File: config.mk
export PLATFORM = sky130hd
export DESIGN_NAME = pdpc_bank
export DESIGN_NICKNAME = d
export VERILOG_FILES = /design/src/rtl/pdpc_pkg.sv /design/src/rtl/pdpc_bank.sv
export SDC_FILE = /design/constraint.sdc
export NUM_CORES = 1
export LEC_CHECK = 0
export ABC_AREA = 1
export BUFFER_PORTS_ARGS = -buffer_cell sky130_fd_sc_hd__buf_2
export CAP_MARGIN = 30
export CORE_UTILIZATION = 30
export CTS_CLUSTER_SIZE = 10
export DETAILED_ROUTE_END_ITERATION = 8
export HOLD_SLACK_MARGIN = 0.15
export PLACE_DENSITY_LB_ADDON = 0.05
export SETUP_SLACK_MARGIN = 0.02
export SYNTH_ARGS = -nofsm -noshare
export SYNTH_HDL_FRONTEND = slang
export SYNTH_SLANG_ARGS = --single-unit
File: constraint.sdc
create_clock -name clk -period 2.2 [get_ports clk]
set_clock_uncertainty 0.2 [all_clocks]
set_input_delay 0 -clock clk [delete_from_list [all_inputs] [get_ports clk]]
set_output_delay 0 -clock clk [all_outputs]
set_load 0.1 [all_outputs]
File: src/rtl/pdpc_pkg.sv
// Constants and types for the synthesizer configuration field bank
package pdpc_pkg;

  // ----------------------------------------
  // Register indices (byte address is four times)
  // ----------------------------------------
  localparam logic [7:0] IDX_POWER = 8'h02;
  localparam logic [7:0] IDX_FB_LOW = 8'h10;
  localparam logic [7:0] IDX_FB_MID = 8'h11;
  localparam logic [7:0] IDX_FB_HIGH_MOD = 8'h12;
  localparam logic [7:0] IDX_NUM0 = 8'h13;
  localparam logic [7:0] IDX_NUM1 = 8'h14;
  localparam logic [7:0] IDX_NUM2 = 8'h15;
  localparam logic [7:0] IDX_DEN0 = 8'h16;
  localparam logic [7:0] IDX_DEN1 = 8'h17;
  localparam logic [7:0] IDX_DEN2 = 8'h18;
  localparam logic [7:0] IDX_REF_LOW = 8'h19;
  localparam logic [7:0] IDX_REF_HIGH = 8'h1a;
  localparam logic [7:0] IDX_REF_OPT = 8'h1b;
  localparam logic [7:0] IDX_PUMP = 8'h1c;
  // Own control/status registers
  localparam logic [7:0] IDX_RAMP_CTRL = 8'h20;
  localparam logic [7:0] IDX_STATUS = 8'h21;

  // ----------------------------------------
  // Field positions
  // ----------------------------------------
  localparam int PWR_SEL_LSB = 0;
  localparam int SOFT_RST_BIT = 2;
  localparam int FB_HIGH_LSB = 0;
  localparam int DITHER_LSB = 2;
  localparam int ORDER_LSB = 4;
  localparam int DOUBLER_BIT = 0;
  localparam int STYLE_BIT = 2;
  localparam int MIN_PULSE_LSB = 3;
  localparam int GAIN_LSB = 0;
  localparam int POL_BIT = 5;

  // ----------------------------------------
  // Reset values
  // ----------------------------------------
  localparam logic [7:0] RST_POWER = 8'h00;
  localparam logic [7:0] RST_FB_LOW = 8'h10;
  localparam logic [7:0] RST_FB_MID = 8'h00;
  localparam logic [7:0] RST_FB_HIGH_MOD = 8'h00;
  localparam logic [7:0] RST_ZERO = 8'h00;
  localparam logic [7:0] RST_REF_LOW = 8'h01;
  localparam logic [7:0] RST_REF_OPT = 8'h08;
  localparam logic [7:0] RST_PUMP = 8'h00;

  localparam logic [24:0] FIXED_DEN = 25'h100_0000;
  localparam logic [7:0] REG_COUNT = 8'h10;

  typedef enum logic [1:0] {
    PDPC_PWR_DOWN,
    PDPC_PWR_UP,
    PDPC_PWR_PIN,
    PDPC_PWR_RSVD
  } pdpc_power_e;

  // Decoded analog-side configuration
  typedef struct packed {
    logic powered;
    logic [17:0] feedback_div;
    logic [1:0] modulator_dither;
    logic [2:0] modulator_order;
    logic order_reserved;
    logic [23:0] fraction_numerator;
    logic [24:0] fraction_denominator;
    logic [15:0] reference_div;
    logic reference_bypass;
    logic reference_doubler_enable;
    logic reference_divider_style;
    logic [1:0] pump_min_pulse;
    logic pump_tristate;
    logic [11:0] pump_current_ua;
    logic pump_polarity;
  } pdpc_cfg_s;

endpackage

File: src/rtl/pdpc_bank.sv
// APB register bank for the synthesizer divider, modulator and pump fields
`timescale 1ns/1ps
`default_nettype none
module pdpc_bank (
  input wire logic clk,
  input wire logic rst_b,
  input wire logic psel,
  input wire logic penable,
  input wire logic pwrite,
  input wire logic [11:0] paddr,
  input wire logic [31:0] pwdata,
  output logic [31:0] prdata,
  output logic pready,
  output logic pslverr,
  input wire logic chip_enable,
  output pdpc_pkg::pdpc_cfg_s cfg,
  output logic ramp_start,
  output logic ramp_enable
);

  // ----------------------------------------
  // Storage
  // ----------------------------------------
  // Only the fourteen programmable bytes are stored; own control and status live in flops
  logic [7:0] regs [0:13];
  logic ramp_en_reg;
  logic ramp_start_reg;
  logic soft_rst_seen_reg;

  function automatic logic [4:0] idx_of(input logic [11:0] a);
    logic [9:0] w;
    w = a[11:2];
    // Misaligned or beyond the 8-bit index space never aliases onto a register
    if (a[1:0] != 2'b00 || w[9:8] != 2'b00) begin
      return 5'h1f;
    end
    unique case (w[7:0])
      pdpc_pkg::IDX_POWER: return 5'd0;
      pdpc_pkg::IDX_FB_LOW: return 5'd1;
      pdpc_pkg::IDX_FB_MID: return 5'd2;
      pdpc_pkg::IDX_FB_HIGH_MOD: return 5'd3;
      pdpc_pkg::IDX_NUM0: return 5'd4;
      pdpc_pkg::IDX_NUM1: return 5'd5;
      pdpc_pkg::IDX_NUM2: return 5'd6;
      pdpc_pkg::IDX_DEN0: return 5'd7;
      pdpc_pkg::IDX_DEN1: return 5'd8;
      pdpc_pkg::IDX_DEN2: return 5'd9;
      pdpc_pkg::IDX_REF_LOW: return 5'd10;
      pdpc_pkg::IDX_REF_HIGH: return 5'd11;
      pdpc_pkg::IDX_REF_OPT: return 5'd12;
      pdpc_pkg::IDX_PUMP: return 5'd13;
      pdpc_pkg::IDX_RAMP_CTRL: return 5'd14;
      pdpc_pkg::IDX_STATUS: return 5'd15;
      default: return 5'h1f;
    endcase
  endfunction

  function automatic logic [7:0] reset_of(input int i);
    unique case (i)
      0: return pdpc_pkg::RST_POWER;
      1: return pdpc_pkg::RST_FB_LOW;
      2: return pdpc_pkg::RST_FB_MID;
      3: return pdpc_pkg::RST_FB_HIGH_MOD;
      10: return pdpc_pkg::RST_REF_LOW;
      12: return pdpc_pkg::RST_REF_OPT;
      13: return pdpc_pkg::RST_PUMP;
      default: return pdpc_pkg::RST_ZERO;
    endcase
  endfunction

  logic [4:0] sel_idx;
  logic in_range;
  logic access;
  logic wr_en;
  logic soft_rst_req;

  always_comb begin
    sel_idx = idx_of(paddr);
    if (paddr[11:10] != 2'b00) begin
      sel_idx = 5'h1f;
    end
  end

  assign in_range = (sel_idx != 5'h1f);
  assign access = psel && penable && pready;
  assign wr_en = access && pwrite && in_range;
  // Soft reset is self-clearing: the write itself restores defaults
  assign soft_rst_req = wr_en && (sel_idx == 5'd0) && pwdata[pdpc_pkg::SOFT_RST_BIT];

  // ----------------------------------------
  // Bus handshake
  // ----------------------------------------
  // One wait state: ready is registered high at the end of the first access cycle, so it is high in the second
  always_ff @(posedge clk or negedge rst_b) begin
    if (!rst_b) begin
      pready <= 1'b0;
    end else begin
      pready <= psel && penable && !pready;
    end
  end

  always_ff @(posedge clk or negedge rst_b) begin
    if (!rst_b) begin
      pslverr <= 1'b0;
    end else begin
      pslverr <= psel && penable && !pready && !in_range;
    end
  end

  always_ff @(posedge clk or negedge rst_b) begin
    if (!rst_b) begin
      prdata <= 32'h0000_0000;
    end else if (psel && penable && !pready && !pwrite && in_range) begin
      if (sel_idx == 5'd15) begin
        prdata <= {31'h0000_0000, soft_rst_seen_reg};
      end else if (sel_idx == 5'd14) begin
        prdata <= {31'h0000_0000, ramp_en_reg};
      end else begin
        prdata <= {24'h00_0000, regs[sel_idx[3:0]]};
      end
    end else if (!psel) begin
      prdata <= 32'h0000_0000;
    end
  end

  // ----------------------------------------
  // Register storage
  // ----------------------------------------
  genvar g;
  generate
    for (g = 0; g < 14; g++) begin : g_reg
      always_ff @(posedge clk or negedge rst_b) begin
        if (!rst_b) begin
          regs[g] <= reset_of(g);
        end else if (soft_rst_req) begin
          regs[g] <= reset_of(g);
        end else if (wr_en && sel_idx == 5'(g)) begin
          if (g == 0) begin
            regs[g] <= {5'h00, 1'b0, pwdata[1:0]};
          end else if (g == 3) begin
            regs[g] <= {1'b0, pwdata[6:0]};
          end else if (g == 12) begin
            regs[g] <= {3'h0, pwdata[4:2], 1'b0, pwdata[0]};
          end else if (g == 13) begin
            regs[g] <= {2'h0, pwdata[5:0]};
          end else begin
            regs[g] <= pwdata[7:0];
          end
        end
      end
    end
  endgenerate

  always_ff @(posedge clk or negedge rst_b) begin
    if (!rst_b) begin
      ramp_en_reg <= 1'b0;
    end else if (soft_rst_req) begin
      ramp_en_reg <= 1'b0;
    end else if (wr_en && sel_idx == 5'd14) begin
      ramp_en_reg <= pwdata[0];
    end
  end

  // Sticky status: set by soft reset, cleared by writing 1; set wins
  always_ff @(posedge clk or negedge rst_b) begin
    if (!rst_b) begin
      soft_rst_seen_reg <= 1'b0;
    end else if (soft_rst_req) begin
      soft_rst_seen_reg <= 1'b1;
    end else if (wr_en && sel_idx == 5'd15 && pwdata[0]) begin
      soft_rst_seen_reg <= 1'b0;
    end
  end

  // One-cycle pulse to the ramp engine
  always_ff @(posedge clk or negedge rst_b) begin
    if (!rst_b) begin
      ramp_start_reg <= 1'b0;
    end else begin
      ramp_start_reg <= wr_en && (sel_idx == 5'd1) && ramp_en_reg && !soft_rst_req;
    end
  end

  assign ramp_start = ramp_start_reg;
  assign ramp_enable = ramp_en_reg;

  // ----------------------------------------
  // Decoded configuration
  // ----------------------------------------
  pdpc_pkg::pdpc_cfg_s cfg_next;
  logic [1:0] pwr_code;
  logic [4:0] gain;

  // ----------------------------------------
  // Power-on view of the decoded configuration
  // ----------------------------------------
  // The analog side must never see an all-zero word: a zero reference divide and a
  // reserved minimum pulse would be illegal settings, so reset shows the defaults
  localparam pdpc_pkg::pdpc_cfg_s CFG_DEFAULT = '{
    powered: 1'b0,
    feedback_div: {pdpc_pkg::RST_FB_HIGH_MOD[1:0], pdpc_pkg::RST_FB_MID, pdpc_pkg::RST_FB_LOW},
    modulator_dither: pdpc_pkg::RST_FB_HIGH_MOD[pdpc_pkg::DITHER_LSB +: 2],
    modulator_order: pdpc_pkg::RST_FB_HIGH_MOD[pdpc_pkg::ORDER_LSB +: 3],
    order_reserved: 1'b0,
    fraction_numerator: {3{pdpc_pkg::RST_ZERO}},
    fraction_denominator: {1'b0, {3{pdpc_pkg::RST_ZERO}}},
    reference_div: {pdpc_pkg::RST_ZERO, pdpc_pkg::RST_REF_LOW},
    reference_bypass: 1'b1,
    reference_doubler_enable: pdpc_pkg::RST_REF_OPT[pdpc_pkg::DOUBLER_BIT],
    reference_divider_style: pdpc_pkg::RST_REF_OPT[pdpc_pkg::STYLE_BIT],
    pump_min_pulse: pdpc_pkg::RST_REF_OPT[pdpc_pkg::MIN_PULSE_LSB +: 2],
    pump_tristate: 1'b1,
    pump_current_ua: 12'h000,
    pump_polarity: pdpc_pkg::RST_PUMP[pdpc_pkg::POL_BIT]
  };

  always_comb begin
    pwr_code = regs[0][pdpc_pkg::PWR_SEL_LSB +: 2];
    gain = regs[13][pdpc_pkg::GAIN_LSB +: 5];
    cfg_next = '0;
    unique case (pdpc_pkg::pdpc_power_e'(pwr_code))
      pdpc_pkg::PDPC_PWR_DOWN: cfg_next.powered = 1'b0;
      pdpc_pkg::PDPC_PWR_UP: cfg_next.powered = 1'b1;
      pdpc_pkg::PDPC_PWR_PIN: cfg_next.powered = chip_enable;
      pdpc_pkg::PDPC_PWR_RSVD: cfg_next.powered = 1'b0;
    endcase
    // Range 16..262132 is software's duty; value passed unchanged
    cfg_next.feedback_div = {regs[3][1:0], regs[2], regs[1]};
    cfg_next.modulator_dither = regs[3][pdpc_pkg::DITHER_LSB +: 2];
    cfg_next.modulator_order = regs[3][pdpc_pkg::ORDER_LSB +: 3];
    cfg_next.order_reserved = regs[3][pdpc_pkg::ORDER_LSB +: 3] > 3'h4;
    cfg_next.fraction_numerator = {regs[6], regs[5], regs[4]};
    if (ramp_en_reg) begin
      cfg_next.fraction_denominator = pdpc_pkg::FIXED_DEN;
    end else begin
      cfg_next.fraction_denominator = {1'b0, regs[9], regs[8], regs[7]};
    end
    cfg_next.reference_div = {regs[11], regs[10]};
    cfg_next.reference_bypass = ({regs[11], regs[10]} == 16'h0001);
    cfg_next.reference_doubler_enable = regs[12][pdpc_pkg::DOUBLER_BIT];
    cfg_next.reference_divider_style = regs[12][pdpc_pkg::STYLE_BIT];
    cfg_next.pump_min_pulse = regs[12][pdpc_pkg::MIN_PULSE_LSB +: 2];
    cfg_next.pump_tristate = (gain == 5'h00);
    cfg_next.pump_current_ua = 12'(gain) * 12'h064;
    cfg_next.pump_polarity = regs[13][pdpc_pkg::POL_BIT];
  end

  always_ff @(posedge clk or negedge rst_b) begin
    if (!rst_b) begin
      cfg <= CFG_DEFAULT;
    end else begin
      cfg <= cfg_next;
    end
  end

endmodule
`default_nettype wire

## After elaboration in Yosys (flattened, before gate mapping)

Memory sizes are Yosys's and may differ from the RTL's.
Index checks and enable logic that the tools add are counted.

- Register bits after elaboration: 256
- Bits in read-only memories: 320
- Input bits: 50
- Output and inout bits: 145
- Memories kept: 1

Memories:

| memory | depth | bits a word | rd ports | clocked after Yosys merged registers in | write ports | line | source |
|---|---|---|---|---|---|---|---|
| (no name shown) | 64 | 5 | 1 | 0 | 0 | pdpc_bank.sv:37 | `unique case (w[7:0])` |

- Multiply operators: 1
- Magnitude comparators: 2
- Eq/ne operators: 21
- Mux-type cells: 46
- Bitwise logic cells: 1
- Reductions and logical operators: 56

Operators by type and width:

| operator | number |
|---|---|
| $mux W8 | 32 |
| $mux W32 | 2 |
| $eq A5 B4 Y1 const B | 8 |
| $reduce_bool A2 Y1 | 18 |
| $bmux W8 S4 | 1 |
| $logic_and A1 B1 Y1 | 28 |
| $mux W25 | 1 |
| $eq A5 B3 Y1 const B | 4 |
| $mux W5 | 4 |
| $eq A16 B1 Y1 const B | 1 |
| $eq A5 B2 Y1 const B | 2 |
| $logic_not A5 Y1 | 2 |
| $mul A5 B5 Y10 const B | 1 |
| $eq A5 B1 Y1 const B | 1 |
| $ge A5 B5 Y1 const B | 1 |
| $mux W1 | 5 |
| $ne A5 B5 Y1 const B | 1 |
| $not A4 Y5 | 1 |
| $eq A2 B2 Y1 const B | 2 |
| $logic_not A1 Y1 | 4 |
| $logic_not A2 Y1 | 2 |
| $gt A3 B3 Y1 const B | 1 |
| $pmux W1 S3 | 1 |
| $eq A2 B1 Y1 const B | 1 |
| 3 further kinds | 3 |

## Logic depth before layout (Yosys ltp)

Gate-level depths: netlist of the first run.

- Depth in word-level cells: 12
- Gate-level depth with buffers: 18
- Depth with buffers taken out: 17

## Least setup slack after synthesis of the first run

OpenSTA, ideal clock, no wires.

- Path kind: reg-to-reg
- Start point: reg pready
- End point: reg regs, in the netlist cfg_next[67]
- Data arrival time: 2.075 ns
- Data required time: 1.868 ns
- Path slack: -0.207 ns
- Stages on the path, launching flop included: 11
- Buffers on the path: 1
- Path through: dfrtp_1 -> nand2_1 -> nor2_1 -> nand2_4 -> nor2_4 -> nand2_2 -> nor2_4 -> buf_6 -> nor2_4 -> nand2_1 -> o21ai_0

- Word-level cells in the longest chain between the ends: 6
- Elaborated cells on any way between the ends: 8
- Those cells by class: mux (1); reduce/logical (7)

RTL lines:

| what | line | source |
|---|---|---|
| start: declaration | pdpc_bank.sv:13 | `output logic pready,` |
| start signal: assignment | pdpc_bank.sv:98 | `pready <= psel && penable && !pready;` |
| $logic_and A1 B1 Y1 (*) | pdpc_bank.sv:85 | `assign access = psel && penable && pready;` |
| $logic_and A1 B1 Y1 (*) (2 in a row) | pdpc_bank.sv:86 | `assign wr_en = access && pwrite && in_range;` |
| $logic_and A1 B1 Y1 (2 in a row) | pdpc_bank.sv:88 | `assign soft_rst_req = wr_en && (sel_idx == 5'd0) && pwdata[pdpc_pkg::SOFT_RST_BIT];` |
| $mux W8 or $reduce_bool A2 Y1 (tied branches) | - |  |
| end signal: indexed assignment | pdpc_bank.sv:134 | `regs[g] <= reset_of(g);` |
| end signal: indexed assignment | pdpc_bank.sv:136 | `regs[g] <= reset_of(g);` |
| end signal: indexed assignment | pdpc_bank.sv:139 | `regs[g] <= {5'h00, 1'b0, pwdata[1:0]};` |
| end: declaration | pdpc_bank.sv:25 | `logic [7:0] regs [0:13];` |

Mark *: on every way between the ends. The rest lies on a longest branch, timed or not.
A chain may end at the register's enable or synchronous reset.

==> results of run 1 <==
synthesized netlist by cell type (all sizes together), types with 5 or more instances:
| library cell | instances | area (um^2) |
|---|---|---|
| inv | 81 | 307 |
| nor2 | 91 | 473 |
| buf | 38 | 273 |
| o22ai | 19 | 119 |
| dfstp | 8 | 210 |
| dfrtp | 211 | 5280 |
| nand2 | 222 | 871 |
| a21oi | 17 | 96.4 |
| nand3 | 29 | 155 |
| ha | 24 | 300 |
| nand4 | 5 | 31.3 |
| clkbuf | 10 | 40.0 |
| o21ai | 127 | 636 |
report_power, final:
group,internal (uW),switching (uW)
Clock,2390,1620
Combinational,126,412
Sequential,4030,0.959
cell type report:
class | instances | area, um^2 | area share (%)
Tap cell | 390 | 488 | 3.95
Clock buffer | 46 | 746 | 6.03
Clock inverter | 2 | 46.3 | 0.374
Timing Repair Buffer | 293 | 2080 | 16.8
Multi-Input combinational cell | 585 | 3200 | 25.8
Inverter | 83 | 314 | 2.54
Sequential cell | 219 | 5490 | 44.4
through the flow:
step | setup TNS [ps] | std cells | utilization [%]
global placement | -11870 | 1535 | 37.4
finish | 0 | 1618 | 41.8
detailed placement | -18830 | 1535 | 37.4
floorplan | 0 | 935 | -
CTS | 0 | 1614 | 41.1
global route | -7.09 | 1618 | 41.8
repair_timing:
item,CTS,global route
pin swaps,3,6
hold buffers,27,1
resized for setup,4,30
setup endpoints to repair,3,21
endpoints found under the hold margin,332,1
setup buffers,4,3
how the worst max path moves through the flow:
stage	to	slack (ps)	cells past startpoint
finish	cfg[11]	60	8
global route	cfg[12]	-7	10
CTS	cfg[11]	9	7
detailed placement	prdata[6]	-330	20
global placement	prdata[6]	-280	20
floorplan	cfg[12]	20	10
kinds of logic after synthesis:
logic type	count (synthesis)
compound gates	168
xor+xnor	5
fa+ha+maj	25
buf+inv	131
flops	219
mux	1
other cells	1
simple gates	360
worst max-delay path: cells and delay by family (launching register included):
family / cells / cell delay, ps
buf+inv: 2 / 280
fa+ha+maj: 3 / 810
flops: 1 / 440
simple gates: 2 / 150
xor+xnor: 1 / 130
per-layer routing:
metal	part of all wire, %	vias up	track usage (%)
li1	-	3508	-
met1	46	3446	25.9
met2	47	180	30.7
met3	4.8	47	3.14
met4	2.0	2	4.96
met5	0.042	-	0
==> run metrics, run 1 <==
Critical-path top delay cell=dfrtp_2; final-report hold violation count=0; DRT Pass-1 Iters=7; gpl congestion=roughly 0.85; final-report max-slew violation count=0; gr usage total=a little under a fifth; core area=0.0296 mm^2; final instance area=0.0124 mm^2; Reg with most FFs=cfg; mux share of post-synthesis cell area=0.111%; Critical Path End Type=register; complex-gate fraction of the synthesized area=under 10%; Simple-Gate Fraction of Synth Area=a little under a fifth; Top FF cell, synth=dfrtp_1; Reg2Reg Capture Point=cfg[11]; initial antenna violation count=1; row cnt=63; CTS root buf=clkbuf_16; DRT iter0 DRCs=approximately 310; final setup fails=0; Layout area overhead=37.2%; effective utilization at floorplan=30.5%; CTS H-tree lvls=1; CP max FO=4; Setup WS post-layout=62.9 ps; worst r2r src=gain[1]; maximum VDD drop=approximately 0.00047 V; largest stage delay on the critical path=between 400 and 500 ps; CP required=between 2000 and 2500 ps; hold_sp=paddr[6]; ys async rst share=100%; Filler cells=2955; Clk pin slew, worst setup/hold paths=60 ps; DRC=2; R2R setup slack=around 63 ps; die area=0.0307 mm^2; Max Clock Freq=~0.47 GHz; post-synthesis cell type count=around 40; Tot Pwr=around 8600 uW; max FFs per register=107; worst-margin pin slew=roughly 600 ps; pin count of the biggest net entering global routing=about 70; detailed placement HPWL=~21000 um; Period minus WS final=~2100 ps; hold endpoint=prdata[0]; commonest non-fill, non-tap cell in the layout=nand2_1; routed length per placed instance=17.5 um; Yosys reg bits=219; largest family of logic cells by synthesized area=simple AND/OR/NAND/NOR gates; Syn. warnings=0; DRT antenna net count=0; kind of critical path=register to register; IO Port Bufs=144; commonest cells after routing, fill and taps aside=nand2_1, dfrtp_1, buf_2; Ports=between 150 and 200; EDFF count, synth=0; Hold Worst Slack=approximately 180 ps; Crit path arrival time=2340 ps; vias in the first global route=7415; GRT overflow=0; worst relative slew slack=between 50% and 60%; post-place setup slack=-326 ps; Post-Synth Adder-Cell Area=3.56%; wirelength, routed=28400 um; path depth of the worst reg2reg path=8; Mapped Cells=between 900 and 1000; Worst Setup SP=gain[1]; failing checks=design-rule violations; # Max-Cap Violations=0; first-pass GRT wire length=about 44000 um; Worst Setup Start Kind=register; Placed Area=0.0110 mm^2; clock sink count=about 220; DIE WIDTH=175 um; worst hold stages=9; register area share after synthesis=between 60% and 70%; CTS tree=done; PwrDens=approximately 690 mW/mm^2; area share of xor/xnor cells in the synthesized design=less than 1%; final period utilization=97.1%; critical path, cell by cell=buf_4 > ha_4 > ha_4 > buf_4 > fa_2 > nand3_1 > nand2_1 > xor2_1; HP Class=primary input to register; status=finished, violations left; Vert. Die Dim=around 180 um; n_diodes=0; Syn Area/Cell=roughly 10 um^2; post-layout net count=between 1000 and 1500; area of the mapped netlist=between 0.009 and 0.01 mm^2; Leakage Power=around 0.0064 uW; clock latency on the worst-skew pair=around 540 ps; Vias/cell=4.44; vias=a little over 7000; CTS buffer count=26; RSZ-0062 raised after global routing=yes; share of cells above drive strength 1=between 30 and 40%; clock buffer depth=3
Power figures use the tool's default switching activity.
==> run 2, diff against run 1 <==
--- a/config.mk
+++ b/config.mk
@@ -12,6 +12,7 @@
 export CTS_CLUSTER_SIZE = 10
 export DETAILED_ROUTE_END_ITERATION = 8
 export HOLD_SLACK_MARGIN = 0.15
+export MAX_ROUTING_LAYER = met4
 export PLACE_DENSITY_LB_ADDON = 0.05
 export SETUP_SLACK_MARGIN = 0.02
 export SYNTH_ARGS = -nofsm -noshare
==> run 2 against run 1 <==
Against the previous run: the flow still finishes with violations (design-rule violations); cell area hardly changed; total power hardly changed; worst hold slack worse by 4.6 ps; critical path depth stayed put; fmax hardly changed; sequential share of layout area hardly changed; utilization hardly changed; first-iteration DRC count is 8.5% lower; sequential power hardly changed; die area stayed put; combinational power hardly changed; via count is 0.24% higher.
==> run metrics, run 2 (synthesis results as in run 1) <==
status=finished, violations left (unchanged); failing checks=design-rule violations (unchanged); effective utilization at floorplan=30.5% (unchanged); final instance area=0.0124 mm^2 (about the same); switching portion of total power=23.7% (about the same); vias=7200 (was 7183); worst hold stages=9 (unchanged); Crit path arrival time=2340 ps (about the same); Vert. Die Dim=175 um (unchanged); initial antenna violation count=1 (unchanged); Vias/cell=4.45 (was 4.44); critical path, cell by cell=buf_4 > ha_4 > ha_4 > buf_4 > fa_2 > nand3_1 > nand2_1 > xor2_1 (unchanged); maximum VDD drop=0.000474 V (about the same); max FFs per register=107 (unchanged); clock latency on the worst-skew pair=540 ps (about the same); Internal=6550 uW (about the same); Ports=195 (unchanged); Period minus WS final=2140 ps (about the same); wirelength, routed=28300 um (was 28400 um); path depth of the worst reg2reg path=8 (unchanged); Layout area overhead=37.3% (was 37.2%); CTS buffer count=26 (unchanged); worst relative slew slack=59.5% (was 59.6%); die area=0.0307 mm^2 (unchanged); dpl cells=1535 (unchanged); Reg with most FFs=cfg (unchanged); # Max-Cap Violations=0 (unchanged); total negative slack=0 ps (unchanged); sequential share of power=47.0% (about the same); Max Clock Freq=0.468 GHz (about the same); share of cells above drive strength 1=31.2% (unchanged); hold endpoint=prdata[0] (unchanged); Clk pin slew, worst setup/hold paths=60 ps (about the same); HP Class=primary input to register (unchanged); Filler cells=2954 (was 2955); Reg area=0.00549 mm^2 (unchanged); commonest non-fill, non-tap cell in the layout=nand2_1 (unchanged); Hold Worst Slack=175 ps (was 179 ps); clock sink count=219 (unchanged); worst path bufs/invs=2 (unchanged); final period utilization=97.2% (was 97.1%); critical path's top delay family=adder cells (unchanged); final-report max-slew violation count=0 (unchanged); detailed placement HPWL=21200 um (unchanged); Worst Setup SP=gain[1] (unchanged); kind of critical path=register to register (unchanged); CTS tree=done (unchanged); DRT antenna net count=0 (unchanged); clock buffer depth=3 (unchanged); Critical Path End Type=register (unchanged); worst r2r src=gain[1] (unchanged); IO Port Bufs=144 (unchanged); PwrDens=694 mW/mm^2 (about the same); area of the multi-input gates=0.00320 mm^2 (unchanged); final-report hold violation count=0 (unchanged); gpl congestion=0.863 (was 0.849); Comb power frac=6.3% (about the same); row cnt=63 (unchanged); R2R setup slack=60 ps (about the same); post-layout net count=1283 (unchanged); post-place setup slack=-326 ps (unchanged); CTS H-tree lvls=1 (unchanged); vias in the first global route=7439 (was 7415); worst-margin pin slew=606 ps (was 604 ps); Setup WS post-layout=62.6 ps (was 62.9 ps); Critical-path top delay cell=dfrtp_2 (unchanged); gr usage total=19.4% (was 18.8%); commonest cells after routing, fill and taps aside=nand2_1, dfrtp_1, buf_2 (unchanged); core area=0.0296 mm^2 (unchanged); CP max FO=4 (unchanged); routed length per placed instance=17.5 um (about the same); Net Sw Power=2030 uW (about the same); DIE WIDTH=175 um (unchanged); Worst Setup Start Kind=register (unchanged); Placed Area=0.0110 mm^2 (unchanged); DRT Pass-1 Iters=6 (was 7); CP required=2410 ps (about the same); first-pass GRT wire length=43900 um (was 43800 um); Stages on worst setup path=8 (unchanged); DRT iter0 DRCs=279 (was 305); Reg2Reg Capture Point=cfg[11] (unchanged); GRT overflow=0 (unchanged); clock share of power=46.7% (about the same); CTS root buf=clkbuf_16 (unchanged); RSZ-0062 raised after global routing=yes (unchanged); Leakage Power=0.00643 uW (about the same); DRC=2 (unchanged); pin count of the biggest net entering global routing=68 (unchanged); final setup fails=0 (unchanged); hold_sp=paddr[6] (unchanged); largest stage delay on the critical path=440 ps (about the same); fin cells=1619 (was 1618)
## run 2: worst max-delay path by stage
| stage | endpoint | slack (ps) |
|---|---|---|
| 2_1_floorplan | cfg[12] | 20 |
| 3_3_place_gp | prdata[6] | -280 |
| 3_5_place_dp | prdata[6] | -330 |
| 4_1_cts | cfg[11] | 9 |
| 5_1_grt | cfg[12] | -7 |
| 6_report | cfg[11] | 60 |
## run 2: layout make-up
type                    count  share of cell area [%]
inverters                  83                    2.54
repair buffers            293                    16.8
diodes                      1                  0.0202
clock buffers              46                    6.03
multi-input cells         585                    25.8
flip-flops and latches    219                    44.4
well taps                 390                    3.95
clock inverters             2                   0.374
## run 2: metal layers
layer | vias to the layer above | global-route usage [%] | wire length (um)
met5 | - | - | 0
met4 | 0 | 4.96 | 518
met3 | 45 | 3.10 | 1330
met2 | 179 | 30.8 | 13300
met1 | 3460 | 25.9 | 13100
li1 | 3516 | - | -
## run 2: metrics by stage
stage               power (uW)  util (%)
global route              8910      41.8
CTS                       8720      41.1
floorplan                 4420         -
detailed placement        4620      37.4
global placement          4620      37.4
finish                    8590      41.8
## run 2: power by group through the flow
stage | Combinational [uW] | Clock [uW] | Sequential [uW]
6_report | 538 | 4010 | 4030
5_1_grt | 578 | 4310 | 4030
4_1_cts | 544 | 4140 | 4030
3_5_place_dp | 512 | 0 | 4100
3_3_place_gp | 515 | 0 | 4100
2_1_floorplan | 300 | 0 | 4120
## run 2: tightest hold or removal path: cells and delay by family
kind / cells / cell delay [ps]
AND/OR/NAND/NOR: 4 / 250
buffers and inverters: 3 / 440
AO/OA/AOI/OAI: 2 / 180
## run 2: what timing repair did
item | 4_1_cts | 5_1_grt
pin swaps | 3 | 6
endpoints found under the setup margin | 3 | 23
endpoints found under the hold margin | 332 | 1
setup buffers | 4 | 3
gates cloned | 0 | 0
hold buffers | 27 | 1
resized for setup | 4 | 30
==> run 3, diff against run 2 <==
--- a/config.mk
+++ b/config.mk
@@ -5,10 +5,11 @@
 export SDC_FILE = /design/constraint.sdc
 export NUM_CORES = 1
 export LEC_CHECK = 0
-export ABC_AREA = 1
+export ABC_AREA = 0
 export BUFFER_PORTS_ARGS = -buffer_cell sky130_fd_sc_hd__buf_2
 export CAP_MARGIN = 30
 export CORE_UTILIZATION = 30
+export CTS_CLUSTER_DIAMETER = 200
 export CTS_CLUSTER_SIZE = 10
 export DETAILED_ROUTE_END_ITERATION = 8
 export HOLD_SLACK_MARGIN = 0.15
==> run 3 against run 2 <==
Against the previous run: cell area rose by 3.2%; the flow finishes with violations (negative setup slack); non-clock buffer count rose by 6; sequential power barely moved; synthesized cell count fell by 10%; largest power group unchanged; routed wire length rose by 9.4%; die area rose by 6.0%; setup slack got worse by 71 ps; utilization fell by 0.63 points; largest cell class unchanged.
==> run metrics, run 3 <==
Post-Synth Adder-Cell Area=3.35% (was 3.56%); CTS root buf=clkbuf_16 (unchanged); Crit path arrival time=2400 ps (was 2340 ps); largest family of logic cells by synthesized area=simple AND/OR/NAND/NOR gates (unchanged); Max Clock Freq=0.453 GHz (was 0.468 GHz); Layout area overhead=33.6% (was 37.3%); effective utilization at floorplan=30.9% (was 30.5%); IO Port Bufs=144 (unchanged); fin util=41.2% (was 41.8%); register area share after synthesis=57.4% (was 60.9%); # Max-Cap Violations=0 (unchanged); share of cells above drive strength 1=34.3% (was 31.2%); total negative slack=-8.53 ps (was 0 ps); Leakage Power=0.00694 uW (was 0.00643 uW); worst relative slew slack=60.2% (was 59.5%); DRT iter0 DRCs=375 (was 279); wirelength, routed=31000 um (was 28300 um); post-layout net count=1174 (was 1283); Mapped Cells=816 (was 910); Top FF cell, synth=dfrtp_1 (unchanged); RSZ-0062 raised after global routing=yes (unchanged); final period utilization=100% (was 97.2%); Vias/cell=4.73 (was 4.45); Critical-path top delay cell=dfrtp_1 (was dfrtp_2); EDFF count, synth=0 (unchanged); vias in the first global route=7382 (was 7439); Synth top cells by count=dfrtp_1, mux2i_1, nor2_1, nand2_1, buf_4 (was nand2_1, dfrtp_1, o21ai_0, nor2_1, inv_1); area of the mapped netlist=0.00956 mm^2 (was 0.00901 mm^2); clock sink count=219 (unchanged); share of the synthesized area in the top cell type=55.2% (was 58.6%); area share of xor/xnor cells in the synthesized design=0.458% (was 0.486%); die area=0.0326 mm^2 (was 0.0307 mm^2); CTS H-tree lvls=1 (unchanged); commonest non-fill, non-tap cell in the layout=dfrtp_1 (was nand2_1); failing checks=negative setup slack (was design-rule violations); max FFs per register=107 (unchanged); detailed placement HPWL=22100 um (was 21200 um); Simple-Gate Fraction of Synth Area=14.9% (was 18.1%); Clk pin slew, worst setup/hold paths=70 ps (was 60 ps); final setup fails=1 (was 0); Ports=195 (unchanged); GRT overflow=0 (unchanged); critical path's top delay family=adder cells (unchanged); DRT antenna net count=0 (unchanged); Hold Worst Slack=154 ps (was 175 ps); clock buffer depth=3 (unchanged); final-report max-slew violation count=0 (unchanged); DIE WIDTH=181 um (was 175 um); commonest cells after routing, fill and taps aside=dfrtp_1, buf_2, buf_4 (was nand2_1, dfrtp_1, buf_2); post-synth top area cell=dfrtp_1 (unchanged); core area=0.0310 mm^2 (was 0.0296 mm^2); Filler cells=3065 (was 2954); status=finished, violations left (unchanged); Period minus WS final=2210 ps (was 2140 ps); CTS buffer count=25 (was 26); Reg with most FFs=cfg (unchanged); CTS tree=done (unchanged); clock latency on the worst-skew pair=520 ps (was 540 ps); n_diodes=0 (was 1); gpl congestion=0.855 (was 0.863); synth top area cells=dfrtp_1, mux2i_1, nor2_1 (was dfrtp_1, nand2_1, o21ai_0); top-count cell post-synth=dfrtp_1 (was nand2_1); vias=7116 (was 7200); kind of critical path=register to register (unchanged); ys async rst share=100% (unchanged); Critical Path End Type=register (unchanged); critical path, cell by cell=inv_2 > ha_4 > inv_2 > ha_4 > ha_4 > ha_4 > nand2_4 > o21bai_4 > a21oi_2 > xnor2_1 (was buf_4 > ha_4 > ha_4 > buf_4 > fa_2 > nand3_1 > nand2_1 > xor2_1); Vert. Die Dim=181 um (was 175 um); maximum VDD drop=0.000429 V (was 0.000474 V); mux share of post-synthesis cell area=12.7% (was 0.111%); post-synthesis cell type count=73 (was 41); Syn Area/Cell=11.7 um^2 (was 9.90 um^2); Syn. warnings=0 (unchanged); first-pass GRT wire length=47600 um (was 43900 um); Worst Setup Start Kind=register (unchanged); worst-margin pin slew=598 ps (was 606 ps); HP Class=primary input to register (unchanged); complex-gate fraction of the synthesized area=6.23% (was 9.86%); routed length per placed instance=20.6 um (was 17.5 um); row cnt=64 (was 63); DRT Pass-1 Iters=4 (was 6); worst path bufs/invs=2 (unchanged); gr usage total=19.9% (was 19.4%); CP max FO=3 (was 4); CP required=2390 ps (was 2410 ps); Setup WS post-layout=-8.53 ps (was 62.6 ps); DRC=0 (was 2); most numerous cell on the critical path=ha_4; pin count of the biggest net entering global routing=69 (was 68); final-report hold violation count=0 (unchanged); PwrDens=644 mW/mm^2 (was 694 mW/mm^2); largest stage delay on the critical path=390 ps (was 440 ps); Yosys reg bits=219 (unchanged); initial antenna violation count=0 (was 1)
[run 3: stage by stage]
stage / cell area, um^2 / setup WS [ps] / std cells / power, uW
after detailed placement: 11700 / -514 / 1440 / 4630
after CTS: 12700 / -16.6 / 1496 / 8340
after floorplan: 9760 / -53.2 / 841 / 4440
final: 12800 / -8.53 / 1503 / 8220
after global routing: 12800 / -85.1 / 1503 / 8530
after global placement: 11700 / -455 / 1440 / 4630
[run 3: path summary, 6_finish.rpt]
kind	start	end	slack, ps	cells after the start
min in group asynchronous	rst_b	pslverr	420	4
min	penable	pslverr	150	4
max in group asynchronous	rst_b	cfg_next[14]	830	5
min reg2reg	cfg_next[14]	cfg[14]	200	0
max reg2reg	gain[3]	cfg[12]	-9	10
max	gain[3]	cfg[12]	-9	10
[run 3: worst min-delay path, stage by stage]
cell and delay (ps):
dlygate4sd3_1 530, buf_2 130, nand2_2 110, nor3_1 60
[run 3: power breakdown]
part,total [uW],switching [uW],leakage (uW),internal (uW)
clock network,3630,1580,0.000320,2050
logic,556,429,0.00362,127
registers,4030,0.744,0.00300,4030
[run 3: cell type report]
type	count	area [um^2]	share of cell area, %
Clock buffer	35	663	5.19
Inverter	14	52.6	0.412
Multi-Input combinational cell	540	3920	30.7
Sequential cell	219	5500	43.0
Tap cell	396	495	3.88
Timing Repair Buffer	299	2140	16.8
[run 3: logic make-up after synthesis]
| logic type | count (synthesis) |
|---|---|
| mux | 120 |
| other cells | 1 |
| simple gates | 271 |
| compound gates | 93 |
| fa+ha+maj | 25 |
| buf+inv | 82 |
| xor+xnor | 5 |
| flops | 219 |
[run 3: repair_timing]
| item | CTS | global route |
|---|---|---|
| endpoints found under the hold margin | 332 | 0 |
| resized for setup | 12 | 16 |
| cloned | 0 | 0 |
| buffers inserted | 1 | 8 |
| pin swaps | 7 | 13 |
| hold buffers | 20 | 0 |
| setup endpoints to repair | 4 | 17 |
[run 3: per-layer routing]
metal,routed length [um],GRT usage (%)
met3,1090,2.20
met1,15100,28.1
met4,512,3.73
met5,0,-
met2,14300,30.9
